--- config.mk ---
export PLATFORM = sky130hd
export DESIGN_NAME = mcsfr_sfr_bank
export DESIGN_NICKNAME = d
export VERILOG_FILES = /design/src/rtl/mcsfr_pkg.sv /design/src/rtl/mcsfr_if.sv /design/src/rtl/mcsfr_reset_ctl.sv /design/src/rtl/mcsfr_addr_route.sv /design/src/rtl/mcsfr_sfr_bank.sv
export VERILOG_INCLUDE_DIRS = /design/src /design/src/rtl
export SDC_FILE = /design/constraint.sdc
export NUM_CORES = 1
export LEC_CHECK = 0
export ABC_AREA = 1
export BUFFER_PORTS_ARGS = -buffer_cell sky130_fd_sc_hd__buf_2
export CAP_MARGIN = 40
export CORE_MARGIN = 2
export CORE_UTILIZATION = 36
export DETAILED_ROUTE_END_ITERATION = 7
export GPL_TIMING_DRIVEN = 0
export PLACE_DENSITY = 0.61
export SYNTH_ARGS = -nofsm -noshare
export SYNTH_HDL_FRONTEND = slang
export SYNTH_SLANG_ARGS = --single-unit
--- constraint.sdc ---
create_clock -name core_clk_i -period 1.8 [get_ports core_clk_i]
set_input_delay 0.09 -clock core_clk_i [delete_from_list [all_inputs] [get_ports core_clk_i]]
set_output_delay 0.09 -clock core_clk_i [all_outputs]
set_load 0.03 [all_outputs]
--- src/rtl/mcsfr_cfg.svh ---
// Offsets, bit positions, reset values and timing counts of the register bank.
// Assumes a 25 MHz core clock and a byte-wide register bus.
`ifndef MCSFR_CFG_SVH
`define MCSFR_CFG_SVH
`define MCSFR_OFF_PORT0_PULLUP_CTRL 8'h86
`define MCSFR_OFF_PWR 8'h87
`define MCSFR_OFF_AUX 8'h8E
`define MCSFR_OFF_SLAVE_ADDRESS 8'hA9
`define MCSFR_OFF_SMASK 8'hB9
`define MCSFR_OFF_PROG 8'hBF
`define MCSFR_OFF_XIC 8'hC0
`define MCSFR_OFF_TAKEY 8'hC7
`define MCSFR_OFF_TIMER_TWO_CONTROL_REG 8'hC8
`define MCSFR_OFF_RLDL 8'hCA
`define MCSFR_OFF_RLDH 8'hCB
`define MCSFR_OFF_CNTL 8'hCC
`define MCSFR_OFF_CNTH 8'hCD
`define MCSFR_OFF_PSW 8'hD0
`define MCSFR_OFF_COUNTER_ARRAY_MODE 8'hD9
`define MCSFR_AUX_DIS_BIT 1
`define MCSFR_PWR_BAUD_BIT 7
`define MCSFR_PWR_FE_BIT 6
`define MCSFR_PWR_POF_BIT 4
`define MCSFR_PWR_PD_BIT 1
`define MCSFR_PWR_IDL_BIT 0
`define MCSFR_PWR_MASK 8'hDF
`define MCSFR_PROG_RST_BIT 7
`define MCSFR_PROG_BOOT_BIT 1
`define MCSFR_PROG_EN_BIT 0
`define MCSFR_XIC_MASK 8'h03
`define MCSFR_TIMER_TWO_CONTROL_REG_MASK 8'hCD
`define MCSFR_COUNTER_ARRAY_MODE_MASK 8'hC7
`define MCSFR_RST_BYTE 8'h00
`define MCSFR_RST_PSW 8'h00
`define MCSFR_TA_KEY1 8'hAA
`define MCSFR_TA_KEY2 8'h55
`define MCSFR_TA_OPEN_CYCLES 4
`define MCSFR_AUX_TOP 16'h03FF
`define MCSFR_IRAM_SFR_BASE 8'h80
`define MCSFR_CLOCK_HZ 25000000
`define MCSFR_OSC_PER_MC 12
`define MCSFR_RST_HOLD_MC 2
`define MCSFR_SWRST_CYCLES 24
`endif

--- src/rtl/mcsfr_pkg.sv ---
// Types shared by the register bank and its helpers.
// Assumes nothing beyond a SystemVerilog compiler.
package mcsfr_pkg;
	typedef enum logic [1:0] {
		TA_LOCKED = 2'b00,
		TA_KEYED = 2'b01,
		TA_OPEN = 2'b10
	} mcsfr_ta_type;
	typedef enum logic [1:0] {
		RC_RUN = 2'b00,
		RC_PIN = 2'b01,
		RC_SOFT = 2'b10
	} mcsfr_rst_type;
endpackage : mcsfr_pkg

--- src/rtl/mcsfr_if.sv ---
// Bundles between the register bank and its reset and routing helpers.
// Assumes all signals belong to core_clk_i.
`timescale 1ns/1ns
interface mcsfr_rst_if;
	logic pin_level;
	logic soft_req;
	logic dev_rst;
	logic reboot_busy;
	modport ctl(input pin_level, input soft_req, output dev_rst, output reboot_busy);
	modport bank(output pin_level, output soft_req, input dev_rst, input reboot_busy);
endinterface : mcsfr_rst_if

interface mcsfr_route_if;
	logic aux_en;
	logic [4:0] bank_base;
	logic iram_direct;
	logic [7:0] iram_addr;
	logic xmove_req;
	logic xmove_ri;
	logic [15:0] xmove_addr;
	logic code_internal;
	logic iram_sel;
	logic sfr_sel;
	logic [7:0] ptr_addr;
	logic aux_sel;
	logic ext_sel;
	logic ports_touch;
	modport route(input aux_en, input bank_base, input iram_direct, input iram_addr, input xmove_req,
		input xmove_ri, input xmove_addr, input code_internal, output iram_sel, output sfr_sel,
		output ptr_addr, output aux_sel, output ext_sel, output ports_touch);
	modport bank(output aux_en, output bank_base, output iram_direct, output iram_addr, output xmove_req,
		output xmove_ri, output xmove_addr, output code_internal, input iram_sel, input sfr_sel,
		input ptr_addr, input aux_sel, input ext_sel, input ports_touch);
endinterface : mcsfr_route_if

--- src/rtl/mcsfr_reset_ctl.sv ---
// Reset pin qualifier and software reboot sequencer.
// Assumes the pin level is already synchronous to core_clk_i.
`timescale 1ns/1ns
`include "mcsfr_cfg.svh"
module mcsfr_reset_ctl #(
	parameter int HOLD_CYCLES = `MCSFR_OSC_PER_MC * `MCSFR_RST_HOLD_MC,
	parameter int SOFT_CYCLES = `MCSFR_SWRST_CYCLES
) (
	input wire logic core_clk_i,
	input wire logic rst_b_i,
	mcsfr_rst_if.ctl rst_if
);
	initial begin
		if (HOLD_CYCLES < 1 || HOLD_CYCLES > 255 || SOFT_CYCLES < 1 || SOFT_CYCLES > 255) begin
			$error("mcsfr_reset_ctl: counts must be 1..255");
		end
	end
	mcsfr_pkg::mcsfr_rst_type state_q;
	logic [7:0] cnt_q;
	logic [7:0] hold_q;
	// Pin must stay high for two machine cycles
	always_ff @(posedge core_clk_i) begin
		if (!rst_b_i || !rst_if.pin_level) begin
			hold_q <= 8'h00;
		end else if (hold_q != 8'(HOLD_CYCLES)) begin
			hold_q <= hold_q + 8'h01; // (R22)
		end
	end
	always_ff @(posedge core_clk_i) begin
		if (!rst_b_i) begin
			state_q <= mcsfr_pkg::RC_RUN;
			cnt_q <= 8'h00;
		end else begin
			case (state_q)
				mcsfr_pkg::RC_RUN: begin
					if (rst_if.soft_req) begin
						state_q <= mcsfr_pkg::RC_SOFT; // (R12)
						cnt_q <= 8'(SOFT_CYCLES);
					end else if (hold_q == 8'(HOLD_CYCLES)) begin
						state_q <= mcsfr_pkg::RC_PIN; // (R22)
					end
				end
				mcsfr_pkg::RC_PIN: begin
					if (!rst_if.pin_level) begin
						state_q <= mcsfr_pkg::RC_RUN;
					end
				end
				mcsfr_pkg::RC_SOFT: begin
					cnt_q <= cnt_q - 8'h01;
					if (cnt_q == 8'h01) begin
						state_q <= mcsfr_pkg::RC_RUN;
					end
				end
				default: begin
					state_q <= mcsfr_pkg::RC_RUN;
				end
			endcase
		end
	end
	assign rst_if.dev_rst = (state_q != mcsfr_pkg::RC_RUN);
	assign rst_if.reboot_busy = (state_q == mcsfr_pkg::RC_SOFT);
endmodule : mcsfr_reset_ctl

--- src/rtl/mcsfr_addr_route.sv ---
// Internal RAM, auxiliary RAM and external data steering.
// Assumes the core presents one access at a time.
`timescale 1ns/1ns
`include "mcsfr_cfg.svh"
module mcsfr_addr_route (
	mcsfr_route_if.route rt
);
	logic aux_hit;
	// Direct addresses from 80h reach the registers, not RAM
	assign rt.sfr_sel = rt.iram_direct && (rt.iram_addr >= `MCSFR_IRAM_SFR_BASE); // (R2)
	assign rt.iram_sel = !rt.sfr_sel; // (R2)
	// Pointer register R0 or R1 of the selected bank
	assign rt.ptr_addr = {3'b000, rt.bank_base} | {7'h00, rt.iram_addr[0]}; // (R2)
	assign aux_hit = rt.xmove_ri || (rt.xmove_addr <= `MCSFR_AUX_TOP); // (R3) (R4)
	assign rt.aux_sel = rt.xmove_req && rt.aux_en && aux_hit; // (R1) (R3) (R4)
	assign rt.ext_sel = rt.xmove_req && !rt.aux_sel; // (R3)
	// Ports and strobes stay quiet for auxiliary access from internal code
	assign rt.ports_touch = rt.ext_sel || (rt.aux_sel && !rt.code_internal); // (R5)
endmodule : mcsfr_addr_route

--- src/rtl/mcsfr_sfr_bank.sv ---
// Special-function register bank with Avalon-MM slave, Timer 2 and status word.
// Assumes the core drives ALU, accumulator and access requests on core_clk_i.
// Behaviour
// (R1) Auxiliary RAM enabled while aux control bit 1 is 0, enabled after reset.
// (R2) Direct addresses below 80h and all indirect ones reach RAM via R0/R1.
// (R3) External moves up to 3FFh go to auxiliary RAM, above to external memory.
// (R4) With auxiliary RAM on, an 8-bit pointer move always targets it.
// (R5) Internal-code auxiliary accesses leave ports 0, 2 and strobes alone.
// (R6) Port 0 pull-up bit: 0 open-drain, 1 pulled up.
// (R7) Power control bit 7 doubles serial baud rate in modes 1 to 3.
// (R8) Frame error enable picks serial control bit 7 meaning.
// (R9) Power-on flag set by power-on reset, cleared by software.
// (R10) Bit 1 enters power-down, bit 0 idle; bits 3 and 2 are flags.
// (R11) Mask bits choose compared address bits; interrupt only on full match.
// (R12) With boot select and program enable set, bit 7 write reboots; read shows busy.
// (R13) Boot select chooses loader location and reprogram target.
// (R14) Program enable allows flash operations in idle, otherwise read-only.
// (R15) Programming control reads freely; writes need the timed-access sequence.
// (R16) Timer 2 output enable gates the clock-out function.
// (R17) Down-count enable lets the external pin steer auto-reload direction.
// (R18) Reload pair captures count in capture mode, reloads in auto-reload mode.
// (R19) Carry, aux carry and overflow follow ALU carries; overflow is c6 xor c7.
// (R20) Parity bit shows odd number of ones in the accumulator.
// (R21) Bank select maps registers to four eight-byte regions from 00h.
// (R22) Reset pin high two machine cycles resets the device.
// (R23) Byte access in one bus cycle (the bank adds one wait cycle); reserved bits read zero, ignore writes.
`timescale 1ns/1ns
`include "mcsfr_cfg.svh"
module mcsfr_sfr_bank (
	input wire logic core_clk_i,
	input wire logic rst_b_i,
	input wire logic [7:0] avs_address_i,
	input wire logic avs_read_i,
	input wire logic avs_write_i,
	input wire logic [7:0] avs_writedata_i,
	output logic [7:0] avs_readdata_o,
	output logic avs_waitrequest_o,
	input wire logic reset_pin_i,
	output logic device_reset_o,
	input wire logic [7:0] acc_i,
	input wire logic alu_flag_we_i,
	input wire logic alu_carry_i,
	input wire logic alu_carry3_i,
	input wire logic alu_carry6_i,
	input wire logic alu_carry7_i,
	output logic [4:0] bank_base_o,
	input wire logic iram_direct_i,
	input wire logic [7:0] iram_addr_i,
	output logic iram_sel_o,
	output logic sfr_sel_o,
	output logic [7:0] ptr_addr_o,
	input wire logic xmove_req_i,
	input wire logic xmove_ri_i,
	input wire logic [15:0] xmove_addr_i,
	input wire logic code_internal_i,
	output logic aux_sel_o,
	output logic ext_sel_o,
	output logic ports_touch_o,
	output logic p0_pullup_en_o,
	output logic baud_double_o,
	output logic frame_error_enable_o,
	output logic power_down_o,
	output logic idle_o,
	input wire logic wake_i,
	input wire logic [7:0] rx_byte_i,
	input wire logic rx_addr_valid_i,
	output logic addr_match_o,
	output logic boot_location_o,
	output logic flash_program_en_o,
	output logic isp_active_o,
	input wire logic t2_tick_i,
	input wire logic t2_ext_pin_i,
	output logic t2_clock_out_o
);
	function automatic logic f_hit(input logic [7:0] addr, input logic [7:0] off);
		f_hit = (addr == off);
	endfunction : f_hit

	mcsfr_rst_if rst_if();
	mcsfr_route_if rt();
	mcsfr_reset_ctl u_reset (
		.core_clk_i(core_clk_i),
		.rst_b_i(rst_b_i),
		.rst_if(rst_if.ctl)
	);
	mcsfr_addr_route u_route (
		.rt(rt.route)
	);

	logic ack_q;
	logic req;
	logic wr_go;
	logic srst;
	logic [7:0] rdata_d;
	logic [7:0] rdata_q;
	logic [7:0] aux_q;
	logic [7:0] port0_pullup_ctrl_q;
	logic [7:0] pwr_q;
	logic [7:0] slave_address_q;
	logic [7:0] smask_q;
	logic [1:0] prog_q;
	logic [7:0] xic_q;
	logic [7:0] timer_two_control_reg_q;
	logic [15:0] rld_q;
	logic [15:0] cnt_q;
	logic [7:0] psw_q;
	logic [7:0] counter_array_mode_q;
	logic match_q;
	logic clkout_q;
	logic ext_q;
	mcsfr_pkg::mcsfr_ta_type ta_q;
	logic [2:0] ta_cnt_q;
	logic ta_ok;
	logic ext_fall;
	logic t2_step;
	logic t2_down;
	logic t2_ovf;
	logic t2_cap_mode;
	logic [15:0] cnt_next;

	// One wait cycle, then the access completes
	assign req = avs_read_i || avs_write_i;
	assign avs_waitrequest_o = req && !ack_q; // (R23)
	assign wr_go = avs_write_i && ack_q;
	assign srst = !rst_b_i || rst_if.dev_rst;
	always_ff @(posedge core_clk_i) begin
		if (!rst_b_i) begin
			ack_q <= 1'b0;
		end else begin
			ack_q <= req && !ack_q; // (R23)
		end
	end

	always_comb begin
		rdata_d = 8'h00;
		case (avs_address_i)
			`MCSFR_OFF_AUX: rdata_d = aux_q;
			`MCSFR_OFF_PORT0_PULLUP_CTRL: rdata_d = port0_pullup_ctrl_q;
			`MCSFR_OFF_PWR: rdata_d = pwr_q;
			`MCSFR_OFF_SLAVE_ADDRESS: rdata_d = slave_address_q;
			`MCSFR_OFF_SMASK: rdata_d = smask_q;
			`MCSFR_OFF_PROG: rdata_d = {rst_if.reboot_busy, 5'b00000, prog_q}; // (R12) (R15)
			`MCSFR_OFF_XIC: rdata_d = xic_q;
			`MCSFR_OFF_TIMER_TWO_CONTROL_REG: rdata_d = timer_two_control_reg_q;
			`MCSFR_OFF_RLDL: rdata_d = rld_q[7:0];
			`MCSFR_OFF_RLDH: rdata_d = rld_q[15:8];
			`MCSFR_OFF_CNTL: rdata_d = cnt_q[7:0];
			`MCSFR_OFF_CNTH: rdata_d = cnt_q[15:8];
			`MCSFR_OFF_PSW: rdata_d = {psw_q[7:1], ^acc_i}; // (R20)
			`MCSFR_OFF_COUNTER_ARRAY_MODE: rdata_d = counter_array_mode_q;
			default: rdata_d = 8'h00; // (R23)
		endcase
	end
	always_ff @(posedge core_clk_i) begin
		if (!rst_b_i) begin
			rdata_q <= 8'h00;
		end else if (avs_read_i && !ack_q) begin
			rdata_q <= rdata_d; // (R23)
		end
	end
	assign avs_readdata_o = rdata_q;

	// Timed access: key bytes open a short write window
	assign ta_ok = (ta_q == mcsfr_pkg::TA_OPEN);
	always_ff @(posedge core_clk_i) begin
		if (srst) begin
			ta_q <= mcsfr_pkg::TA_LOCKED;
			ta_cnt_q <= 3'h0;
		end else begin
			case (ta_q)
				mcsfr_pkg::TA_LOCKED: begin
					if (wr_go && f_hit(avs_address_i, `MCSFR_OFF_TAKEY) && avs_writedata_i == `MCSFR_TA_KEY1) begin
						ta_q <= mcsfr_pkg::TA_KEYED;
					end
				end
				mcsfr_pkg::TA_KEYED: begin
					if (wr_go) begin
						if (f_hit(avs_address_i, `MCSFR_OFF_TAKEY) && avs_writedata_i == `MCSFR_TA_KEY2) begin
							ta_q <= mcsfr_pkg::TA_OPEN; // (R15)
							ta_cnt_q <= 3'(`MCSFR_TA_OPEN_CYCLES);
						end else begin
							ta_q <= mcsfr_pkg::TA_LOCKED;
						end
					end
				end
				mcsfr_pkg::TA_OPEN: begin
					ta_cnt_q <= ta_cnt_q - 3'h1;
					if (wr_go || ta_cnt_q == 3'h1) begin
						ta_q <= mcsfr_pkg::TA_LOCKED; // (R15)
					end
				end
				default: begin
					ta_q <= mcsfr_pkg::TA_LOCKED;
				end
			endcase
		end
	end

	// Programming control keeps its setting across a reboot
	always_ff @(posedge core_clk_i) begin
		if (!rst_b_i) begin
			prog_q <= 2'b00;
		end else if (wr_go && f_hit(avs_address_i, `MCSFR_OFF_PROG) && ta_ok) begin
			prog_q <= {avs_writedata_i[`MCSFR_PROG_BOOT_BIT], avs_writedata_i[`MCSFR_PROG_EN_BIT]}; // (R13) (R14) (R15)
		end
	end
	assign rst_if.soft_req = wr_go && f_hit(avs_address_i, `MCSFR_OFF_PROG) && ta_ok
		&& avs_writedata_i[`MCSFR_PROG_RST_BIT] && (prog_q == 2'b11); // (R12)
	assign rst_if.pin_level = reset_pin_i;
	assign device_reset_o = rst_if.dev_rst; // (R22)

	always_ff @(posedge core_clk_i) begin
		if (srst) begin
			aux_q <= `MCSFR_RST_BYTE; // (R1)
			port0_pullup_ctrl_q <= `MCSFR_RST_BYTE;
			slave_address_q <= `MCSFR_RST_BYTE;
			smask_q <= `MCSFR_RST_BYTE;
			xic_q <= `MCSFR_RST_BYTE;
			counter_array_mode_q <= `MCSFR_RST_BYTE;
		end else if (wr_go) begin
			if (f_hit(avs_address_i, `MCSFR_OFF_AUX)) begin
				aux_q <= avs_writedata_i & 8'h02; // (R1) (R23)
			end
			if (f_hit(avs_address_i, `MCSFR_OFF_PORT0_PULLUP_CTRL)) begin
				port0_pullup_ctrl_q <= avs_writedata_i & 8'h01; // (R6) (R23)
			end
			if (f_hit(avs_address_i, `MCSFR_OFF_SLAVE_ADDRESS)) begin
				slave_address_q <= avs_writedata_i;
			end
			if (f_hit(avs_address_i, `MCSFR_OFF_SMASK)) begin
				smask_q <= avs_writedata_i;
			end
			if (f_hit(avs_address_i, `MCSFR_OFF_XIC)) begin
				xic_q <= avs_writedata_i & `MCSFR_XIC_MASK; // (R23)
			end
			if (f_hit(avs_address_i, `MCSFR_OFF_COUNTER_ARRAY_MODE)) begin
				counter_array_mode_q <= avs_writedata_i & `MCSFR_COUNTER_ARRAY_MODE_MASK; // (R23)
			end
		end
	end

	// Power control; the power-on flag survives pin and software resets
	always_ff @(posedge core_clk_i) begin
		if (!rst_b_i) begin
			pwr_q <= 8'h00 | (8'h01 << `MCSFR_PWR_POF_BIT); // (R9)
		end else if (rst_if.dev_rst) begin
			pwr_q <= pwr_q & (8'h01 << `MCSFR_PWR_POF_BIT);
		end else if (wr_go && f_hit(avs_address_i, `MCSFR_OFF_PWR)) begin
			pwr_q <= avs_writedata_i & `MCSFR_PWR_MASK; // (R9) (R10) (R23)
		end else if (wake_i) begin
			pwr_q[`MCSFR_PWR_PD_BIT] <= 1'b0;
			pwr_q[`MCSFR_PWR_IDL_BIT] <= 1'b0;
		end
	end
	assign baud_double_o = pwr_q[`MCSFR_PWR_BAUD_BIT]; // (R7)
	assign frame_error_enable_o = pwr_q[`MCSFR_PWR_FE_BIT]; // (R8)
	assign power_down_o = pwr_q[`MCSFR_PWR_PD_BIT]; // (R10)
	assign idle_o = pwr_q[`MCSFR_PWR_IDL_BIT]; // (R10)
	assign p0_pullup_en_o = port0_pullup_ctrl_q[0]; // (R6)
	assign boot_location_o = prog_q[1]; // (R13)
	assign flash_program_en_o = prog_q[0]; // (R14)
	assign isp_active_o = prog_q[0] && pwr_q[`MCSFR_PWR_IDL_BIT]; // (R14)

	always_ff @(posedge core_clk_i) begin
		if (srst) begin
			match_q <= 1'b0;
		end else begin
			match_q <= rx_addr_valid_i && (((rx_byte_i ^ slave_address_q) & smask_q) == 8'h00); // (R11)
		end
	end
	assign addr_match_o = match_q;

	// Status word: hardware flag update wins over a bus write
	always_ff @(posedge core_clk_i) begin
		if (srst) begin
			psw_q <= `MCSFR_RST_PSW;
		end else if (alu_flag_we_i) begin
			psw_q[7] <= alu_carry_i; // (R19)
			psw_q[6] <= alu_carry3_i; // (R19)
			psw_q[2] <= alu_carry6_i ^ alu_carry7_i; // (R19)
		end else if (wr_go && f_hit(avs_address_i, `MCSFR_OFF_PSW)) begin
			psw_q <= {avs_writedata_i[7:1], 1'b0};
		end
	end
	assign bank_base_o = {psw_q[4:3], 3'b000}; // (R21)

	// Timer 2
	assign t2_cap_mode = timer_two_control_reg_q[0];
	assign ext_fall = ext_q && !t2_ext_pin_i;
	assign t2_step = t2_tick_i && timer_two_control_reg_q[2];
	assign t2_down = xic_q[0] && !t2_cap_mode && !t2_ext_pin_i; // (R17)
	assign t2_ovf = t2_step && (t2_down ? (cnt_q == rld_q) : (cnt_q == 16'hFFFF));
	always_comb begin
		cnt_next = t2_down ? cnt_q - 16'h0001 : cnt_q + 16'h0001;
		if (t2_ovf) begin
			cnt_next = t2_down ? 16'hFFFF : (t2_cap_mode ? 16'h0000 : rld_q); // (R17) (R18)
		end
	end
	always_ff @(posedge core_clk_i) begin
		if (srst) begin
			ext_q <= 1'b1;
		end else begin
			ext_q <= t2_ext_pin_i;
		end
	end
	always_ff @(posedge core_clk_i) begin
		if (srst) begin
			cnt_q <= 16'h0000;
		end else if (!t2_cap_mode && timer_two_control_reg_q[3] && ext_fall) begin
			cnt_q <= rld_q; // (R18)
		end else if (t2_step) begin
			cnt_q <= cnt_next;
		end else if (wr_go && f_hit(avs_address_i, `MCSFR_OFF_CNTL)) begin
			cnt_q[7:0] <= avs_writedata_i;
		end else if (wr_go && f_hit(avs_address_i, `MCSFR_OFF_CNTH)) begin
			cnt_q[15:8] <= avs_writedata_i;
		end
	end
	always_ff @(posedge core_clk_i) begin
		if (srst) begin
			rld_q <= 16'h0000;
		end else if (t2_cap_mode && timer_two_control_reg_q[3] && ext_fall) begin
			rld_q <= cnt_q; // (R18)
		end else if (wr_go && f_hit(avs_address_i, `MCSFR_OFF_RLDL)) begin
			rld_q[7:0] <= avs_writedata_i;
		end else if (wr_go && f_hit(avs_address_i, `MCSFR_OFF_RLDH)) begin
			rld_q[15:8] <= avs_writedata_i;
		end
	end
	// Overflow and external flags: set beats software clear
	always_ff @(posedge core_clk_i) begin
		if (srst) begin
			timer_two_control_reg_q <= `MCSFR_RST_BYTE;
		end else begin
			if (wr_go && f_hit(avs_address_i, `MCSFR_OFF_TIMER_TWO_CONTROL_REG)) begin
				timer_two_control_reg_q <= avs_writedata_i & `MCSFR_TIMER_TWO_CONTROL_REG_MASK;
			end
			if (t2_ovf) begin
				timer_two_control_reg_q[7] <= 1'b1;
			end
			if (timer_two_control_reg_q[3] && ext_fall) begin
				timer_two_control_reg_q[6] <= 1'b1;
			end
		end
	end
	always_ff @(posedge core_clk_i) begin
		if (srst || !xic_q[1]) begin
			clkout_q <= 1'b0; // (R16)
		end else if (t2_ovf) begin
			clkout_q <= !clkout_q; // (R16)
		end
	end
	assign t2_clock_out_o = clkout_q;

	assign rt.aux_en = !aux_q[`MCSFR_AUX_DIS_BIT]; // (R1)
	assign rt.bank_base = bank_base_o;
	assign rt.iram_direct = iram_direct_i;
	assign rt.iram_addr = iram_addr_i;
	assign rt.xmove_req = xmove_req_i;
	assign rt.xmove_ri = xmove_ri_i;
	assign rt.xmove_addr = xmove_addr_i;
	assign rt.code_internal = code_internal_i;
	assign iram_sel_o = rt.iram_sel;
	assign sfr_sel_o = rt.sfr_sel;
	assign ptr_addr_o = rt.ptr_addr;
	assign aux_sel_o = rt.aux_sel;
	assign ext_sel_o = rt.ext_sel;
	assign ports_touch_o = rt.ports_touch;
endmodule : mcsfr_sfr_bank

==> results of run 1 <==
==> what timing repair did <==
action                                  4_1_cts  5_1_grt
hold endpoints to repair                     11        0
buffers inserted                             10        2
hold buffers                                  8        0
resized for setup                            69       42
pin swaps                                     6        4
endpoints found under the setup margin       87       79
==> sequential cells by signal, indices dropped and copies added, names as in the netlist, 7 cells and up <==
signal / flops
avs_readdata_o: 8
cnt_q: 16
psw_q: 7
pwr_q: 7
rld_q: 16
slave_address_q: 8
smask_q: 8
u_reset.cnt_q: 8
u_reset.hold_q: 8
==> final cells by class <==
cell class              count  area (sq um)  share of cell area
multi-input cells         882          4590               0.488
flip-flops and latches    113          2270               0.242
inverters                 172           658              0.0699
repair buffers            106           607              0.0645
clock buffers              17           425              0.0452
plain buffers              48           347              0.0368
well taps                 270           338              0.0359
clock inverters            15           174              0.0185
==> placed cells by master (no fill, tap or decap), drive strengths merged, types with 4 or more instances in the layout <==
cell type / n
a21oi: 123
a221oi: 8
a31oi: 4
a41oi: 8
buf: 127
clkbuf: 35
clkinv: 10
conb: 8
dfxtp: 113
dlygate4sd3: 8
ha: 7
inv: 173
nand2: 295
nand3: 77
nand4: 18
nor2: 122
nor3: 17
nor4: 9
o21ai: 111
o22ai: 21
or2: 5
xnor2: 8
xor2: 16
==> cells in the mapped netlist, types with 9 or more instances <==
library cell	count
nand2_1	293
o21ai_1	30
xor2_1	16
dfxtp_1	113
nand4_1	18
nand3_1	75
clkbuf_1	23
a21oi_1	121
nor2_1	115
o21ai_0	79
o22ai_1	21
nor4_1	9
inv_1	164
buf_4	14
nor3_1	15
==> worst max-delay path by stage <==
stage / startpoint / to / cells past startpoint
finish: timer_two_control_reg_q[0]$_SDFFE_PP0P_ / cnt_q[2]$_SDFFE_PP0P_ / 16
floorplan: timer_two_control_reg_q[0]$_SDFFE_PP0P_ / cnt_q[12]$_SDFFE_PP0P_ / 20
global placement: avs_address_i[5] / cnt_q[6]$_SDFFE_PP0P_ / 9
CTS: timer_two_control_reg_q[0]$_SDFFE_PP0P_ / cnt_q[8]$_SDFFE_PP0P_ / 16
global route: timer_two_control_reg_q[0]$_SDFFE_PP0P_ / cnt_q[8]$_SDFFE_PP0P_ / 16
detailed placement: avs_address_i[5] / cnt_q[6]$_SDFFE_PP0P_ / 9
==> through the flow <==
| step | hold slack (ns) | setup TNS [ns] |
|---|---|---|
| after floorplan | 0.180 | -0.119 |
| after global placement | 0.365 | -38.24 |
| after detailed placement | 0.373 | -38.96 |
| after CTS | 0.00643 | -5.29 |
| after global routing | 0.0539 | -8.54 |
| final | 0.0242 | -5.87 |
==> kinds of logic (layout without fill, tap and decap cells) <==
family                     Yosys count  count (layout)  share of synthesized area
and+or+nand+nor                    547             547                      0.312
AOI/OAI and AO/OA                  296             296                      0.222
buffers and inverters              220             358                      0.124
DFF                                113             113                      0.302
xor gates and xnor gates            24              24                     0.0281
adders and majority gates            7               7                     0.0117
other                                1               8                   0.000501
==> layer usage <==
layer,GRT usage,vias to the layer above
met5,0,-
met2,0.427,430
met1,0.362,4065
met4,0.0962,0
met3,0.0491,76
li1,-,4252
==> critical path: stages (launching register included) <==
cell and delay, ns:
dfxtp_4 0.35, inv_4 0.07, nand3_4 0.12, buf_12 0.19, o21ai_1 0.17, nand2_1 0.07
nor2_1 0.11, nand2_1 0.09, nor2_4 0.16, nand3_4 0.13, buf_8 0.18, nand3_1 0.11
o21ai_1 0.08, nand2_1 0.06, nand2_1 0.05, nand2_1 0.07, a21oi_1 0.06
==> power groups by stage <==
stage	sequential (uW)	combinational, uW	clock, uW
floorplan	2570	242	0
global placement	2570	435	0
detailed placement	2570	437	0
CTS	2520	461	3510
global route	2520	516	3610
finish	2520	477	3480
==> impl_metrics.py, run 1 <==
metrics = {
    "yosys": {
        "synth_warnings": 0,
        "synthTopCellsByArea": "dfxtp_1 (30%), nand2_1 (15%), inv_1 (8.2%), a21oi_1 (8.1%), nor2_1 (5.8%)",
        "synth_edf_count": 0,
        "ys.flop_type": "dfxtp_1",
        "yosysTopAreaCellShare": 0.302,
        "syn-cell-area_sq_mm": 0.00749,
        "synthCells": 1208,
        "yosysUniqueCellTypes": 53,
        "yosysTopAreaCell": "dfxtp_1",
        "ys_seq_area_frac": 0.302,
        "syn_avg_cell_area_sq_um": 6.20,
        "synth-seq-cells": 113,
        "async_flop_share": 0,
    },
    "worst_hold_path": {
        "min_to": "psw_q[7]$_SDFFE_PP0P_",
        "hold_path_class": "input pin to flip-flop",
        "hold_depth": 5,
        "hold_start": "alu_flag_we_i",
    },
    "route": {
        "vias": 8823,
        "wl_met1_mm": 12.8,
        "drc": 0,
        "wl_met3_mm": 2.45,
        "drtAntennaViolNets": 0,
        "firstDrtPassIters": 5,
        "highest_layer": "met4",
        "dr_wl_met2_mm": 13.1,
        "drtIter0Drc": 835,
        "wl_per_cell_microns": 18.1,
        "wl_mm": 29.3,
        "via_per_inst": 5.44,
    },
    "power_and_ir_drop": {
        "powerDensity_mw_per_mm2": 689,
        "p_clk_frac": 0.538,
        "worst_ir_drop_vdd_uv": 645,
        "p_leak_uw": 0.00387,
        "p_sw_uw": 1730,
        "sw_frac_of_total": 0.267,
        "seq_power_share": 0.389,
        "fin_total_pwr_uw": 6480,
        "comb_power_share": 0.074,
        "p_int_uw": 4750,
    },
    "global_routing": {
        "grt_max_degree": 17,
        "grt_usage": 0.268,
        "grt_pass1_wl_mm": 45.6,
        "grt_antenna_before_repair": 0,
        "grt_pass1_vias": 8130,
        "grt.overflow.total": 0,
    },
    "clocking": {
        "clk_pin_slew_worst_paths_ns": 0.06,
        "cts_max_level": 4,
        "cts_tree": "yes",
        "clk_latency_ns": 0.42,
        "clock_path_buffers": 2,
        "cts_buffers": 17,
        "clock-sinks": 113,
        "cts_root_buffer": "clkbuf_16",
    },
    "setup_path": {
        "required_ns": 2.09,
        "worstSetupEndpointType": "flip-flop",
        "cp-start-kind": "flip-flop",
        "critical_path_class": "flip-flop to flip-flop",
        "arrival_ns": 2.49,
        "r2r_setup_slack_ns": -0.39,
        "rr_endpoint": "cnt_q[2]$_SDFFE_PP0P_",
        "rr_worst_depth": 16,
        "cp_max_fo": 10,
        "r2r_start": "timer_two_control_reg_q[0]$_SDFFE_PP0P_",
    },
    "sta": {
        "hold_violations": 0,
        "rsz0062_at_grt": "true",
        "max_freq_mhz": 456,
        "fin_ws_ns": -0.391,
        "tightest_slew_ns": 0.676,
        "slew-limit-headroom": 0.549,
        "skew_ns": 0.00688,
        "setup_viol": 18,
        "period_share": 1.22,
        "slew_viol_final": 0,
        "period_needed_ns": 2.19,
    },
    "cells_and_area": {
        "diodes": 0,
        "n_fill_cell": 2214,
        "fin_cells": 1623,
        "drive_above_1_share": 0.188,
        "area_growth_pct": 25.6,
        "final_nets": 1421,
        "final_cell_area_sq_mm": 0.00941,
        "final_util": 0.464,
    },
    "floorplanning": {
        "initial_core_util": 0.369,
        "rows": 52,
        "die_width_microns": 148,
        "fp.dieArea_sq_mm": 0.0220,
        "die_h_microns": 148,
        "core_sq_mm": 0.0203,
        "io_pins": 112,
    },
    "placement": {
        "dp_slack_ns": -0.722,
        "gp_congestion": 1.02,
        "hpwl_mm": 22.3,
        "portBuffers": 84,
        "postPlaceCellArea_sq_mm": 0.00832,
        "dp_cells": 1571,
    },
    "run_status": {
        "status": "finished, violations left",
        "violations": "setup timing",
    },
    "flow_run": {
        "cap_violations": 0,
    },
}
No activity file was read; power rests on OpenSTA's default activity.
==> run 2: changes to the inputs <==
Settings changed: SYNTH_HIERARCHICAL from default to 1.
==> run 2 against run 1 <==
The run still ends with setup timing left. Non-clock buffer count up 10. Worst hold slack got worse by 0.0023 ns. Sequential power about the same. First-iteration DRC count down 2.3%. Maximum frequency shrank 0.52%. Critical path depth rose by 3. Largest cell class unchanged. Critical endpoint is now cnt_q[12]$_SDFFE_PP0P_. Critical path type unchanged. Combinational power up 7.8%. Routed wire length down 4.2%. Synthesized area increased by 1.1%. Via count down 0.92%. Setup slack worse by 0.012 ns.
==> impl_metrics.py, run 2 <==
metrics = {
    "setup_path": {
        "cp_max_fo": 5,
        "cp-start-kind": "flip-flop",
        "rr_worst_depth": 19,
        "arrival_ns": 2.57,
        "cp_common_cell": "nand2_1",
        "critical_path_class": "flip-flop to flip-flop",
        "cp-startpoint": "xic_q[0]$_SDFFE_PP0P_",
        "critPathSlowestCell": "dfxtp_4",
        "crit_path_max_incr_delay_ns": 0.37,
        "r2r_start": "xic_q[0]$_SDFFE_PP0P_",
        "r2r_setup_slack_ns": -0.40,
        "required_ns": 2.16,
        "crit_chain": "nand3_4, buf_8, buf_8, nand2_4, nand2_2, inv_2, ha_2, or2_4, a21oi_4, inv_2, nand2_2, nand2_1, nand2_1, nand3_2, nand2_1, nand2_1, nand2_1, nand2_1, a21oi_2",
        "worstSetupEndpointType": "flip-flop",
    },
    "yosys": {
        "synth_compound_area_frac": 0.232,
        "synth_top_family_by_area": "simple AND/OR/NAND/NOR gates",
        "syn_avg_cell_area_sq_um": 6.25,
        "synth_warnings": 6,
        "yosysUniqueCellTypes": 51,
        "yosysMostFrequentCell": "nand2_1",
        "yosysTopAreaCell": "dfxtp_1",
        "synth_xor_xnor_area_share": 0.0174,
        "async_flop_share": 0,
        "synth_common_cells": "nand2_1 (300), inv_1 (156), a21oi_1 (128)",
        "ys.flop_type": "dfxtp_1",
        "synth-adder-area-share": 0.0116,
        "synthCells": 1212,
        "synth-seq-cells": 113,
        "ys_seq_area_frac": 0.299,
        "synthTopCellsByArea": "dfxtp_1 (30%), nand2_1 (15%), a21oi_1 (8.5%), inv_1 (7.7%), nor2_1 (5.7%)",
        "synth_edf_count": 0,
        "yosys.area_share.simple": 0.317,
        "muxShareOfSynthArea": 0,
        "yosysTopAreaCellShare": 0.299,
        "syn-cell-area_sq_mm": 0.00757,
    },
    "sta": {
        "hold_violations": 0,
        "tightest_slew_ns": 0.710,
        "period_needed_ns": 2.20,
        "skew_ns": 0.00721,
        "fin_ws_ns": -0.402,
        "max_freq_mhz": 454,
        "slew-limit-headroom": 0.527,
        "timing.hold.ws_ns": 0.0220,
        "slew_viol_final": 0,
        "period_share": 1.22,
        "finalSetupTns_ns": -5.16,
        "rsz0062_at_grt": "true",
        "setup_viol": 17,
    },
    "clocking": {
        "clock-sinks": 113,
        "clk_latency_ns": 0.43,
        "cts_max_level": 4,
        "clock_path_buffers": 2,
        "clk_pin_slew_worst_paths_ns": 0.06,
        "cts_buffers": 17,
        "cts_tree": "yes",
        "cts_root_buffer": "clkbuf_16",
    },
    "placement": {
        "gp_congestion": 0.991,
        "dp_slack_ns": -0.668,
        "hpwl_mm": 20.9,
        "portBuffers": 84,
    },
    "route": {
        "wl_per_cell_microns": 17.1,
        "drtAntennaViolNets": 0,
        "via_per_inst": 5.32,
        "firstDrtPassIters": 6,
        "wl_mm": 28.1,
        "vias": 8742,
        "drtIter0Drc": 816,
        "drc": 0,
    },
    "power_and_ir_drop": {
        "powerDensity_mw_per_mm2": 705,
        "p_leak_uw": 0.00404,
        "worst_ir_drop_vdd_uv": 640,
        "fin_total_pwr_uw": 6820,
    },
    "global_routing": {
        "grt_antenna_before_repair": 0,
        "grt_usage": 0.252,
        "grt_max_degree": 17,
        "grt_pass1_wl_mm": 42.8,
        "grt.overflow.total": 0,
        "grt_pass1_vias": 8015,
    },
    "worst_hold_path": {
        "hold_depth": 5,
        "hold_path_class": "input pin to flip-flop",
        "hold_start": "alu_flag_we_i",
    },
    "cells_and_area": {
        "n_fill_cell": 2217,
        "final_nets": 1435,
        "final_util": 0.465,
        "diodes": 0,
        "final_common_cell": "nand2_1",
        "largestRegisters": "cnt_q x16, rld_q x16",
        "area_growth_pct": 27.8,
        "drive_above_1_share": 0.219,
        "final_cell_mix": "nand2_1 (284), inv_1 (150), a21oi_1 (125)",
    },
    "floorplanning": {
        "rows": 53,
        "fp.dieArea_sq_mm": 0.0222,
        "initial_core_util": 0.364,
        "die_h_microns": 149,
        "core_sq_mm": 0.0208,
        "io_pins": 112,
        "die_width_microns": 149,
    },
    "run_status": {
        "violations": "setup timing",
        "status": "finished, violations left",
    },
    "flow_run": {
        "cap_violations": 0,
    },
}
run 2: critical path, delay by kind of cell (launching register included):
| kind | cells | cell delay [ns] |
|---|---|---|
| flops | 1 | 0.37 |
| compound gates | 2 | 0.27 |
| simple gates | 12 | 1.03 |
| fa+ha+maj | 1 | 0.16 |
| buf+inv | 4 | 0.32 |
run 2: cell families after synthesis:
kind of cell | after synthesis
AOI/OAI and AO/OA | 302
xor gates and xnor gates | 15
adders and majority gates | 7
buffers and inverters | 216
DFF | 113
other | 2
and+or+nand+nor | 557
run 2: final timing paths:
kind                                     to
max                  cnt_q[12]$_SDFFE_PP0P_
min                   psw_q[6]$_SDFFE_PP0P_
max reg2reg          cnt_q[12]$_SDFFE_PP0P_
min reg2reg  avs_readdata_o[3]$_SDFFE_PN0P_
run 2: repair_timing:
item,CTS,global route
buffers inserted,13,9
cloned,1,0
resized for setup,69,46
setup endpoints to repair,89,73
hold endpoints to repair,10,0
pin swaps,23,14
hold buffers,9,0
run 2: layer usage:
layer | vias up | track usage | share of wire
li1 | 4292 | - | -
met1 | 4005 | 0.322 | 0.42
met2 | 371 | 0.410 | 0.46
met3 | 74 | 0.0440 | 0.072
met4 | 0 | 0.128 | 0.042
met5 | - | 0 | 0
run 2: report_power, final:
| part | internal (uW) | switching (uW) | total, uW |
|---|---|---|---|
| Sequential | 2520 | 11.4 | 2530 |
| Clock | 2490 | 1290 | 3780 |
| Combinational | 172 | 342 | 514 |
run 2: cell type report:
class / count / area, sq um / share of cell area
repair buffers: 116 / 694 / 0.0718
well taps: 275 / 344 / 0.0356
plain buffers: 48 / 355 / 0.0367
flip-flops and latches: 113 / 2270 / 0.235
multi-input cells: 890 / 4720 / 0.488
clock buffers: 19 / 443 / 0.0458
clock inverters: 13 / 209 / 0.0216
inverters: 168 / 642 / 0.0663
run 2: per-stage QoR:
| step | instance area, sq um | cells |
|---|---|---|
| after floorplan | 7630 | 1219 |
| after global placement | 8390 | 1578 |
| after detailed placement | 8390 | 1578 |
| after CTS | 9460 | 1633 |
| after global routing | 9680 | 1642 |
| final | 9680 | 1642 |
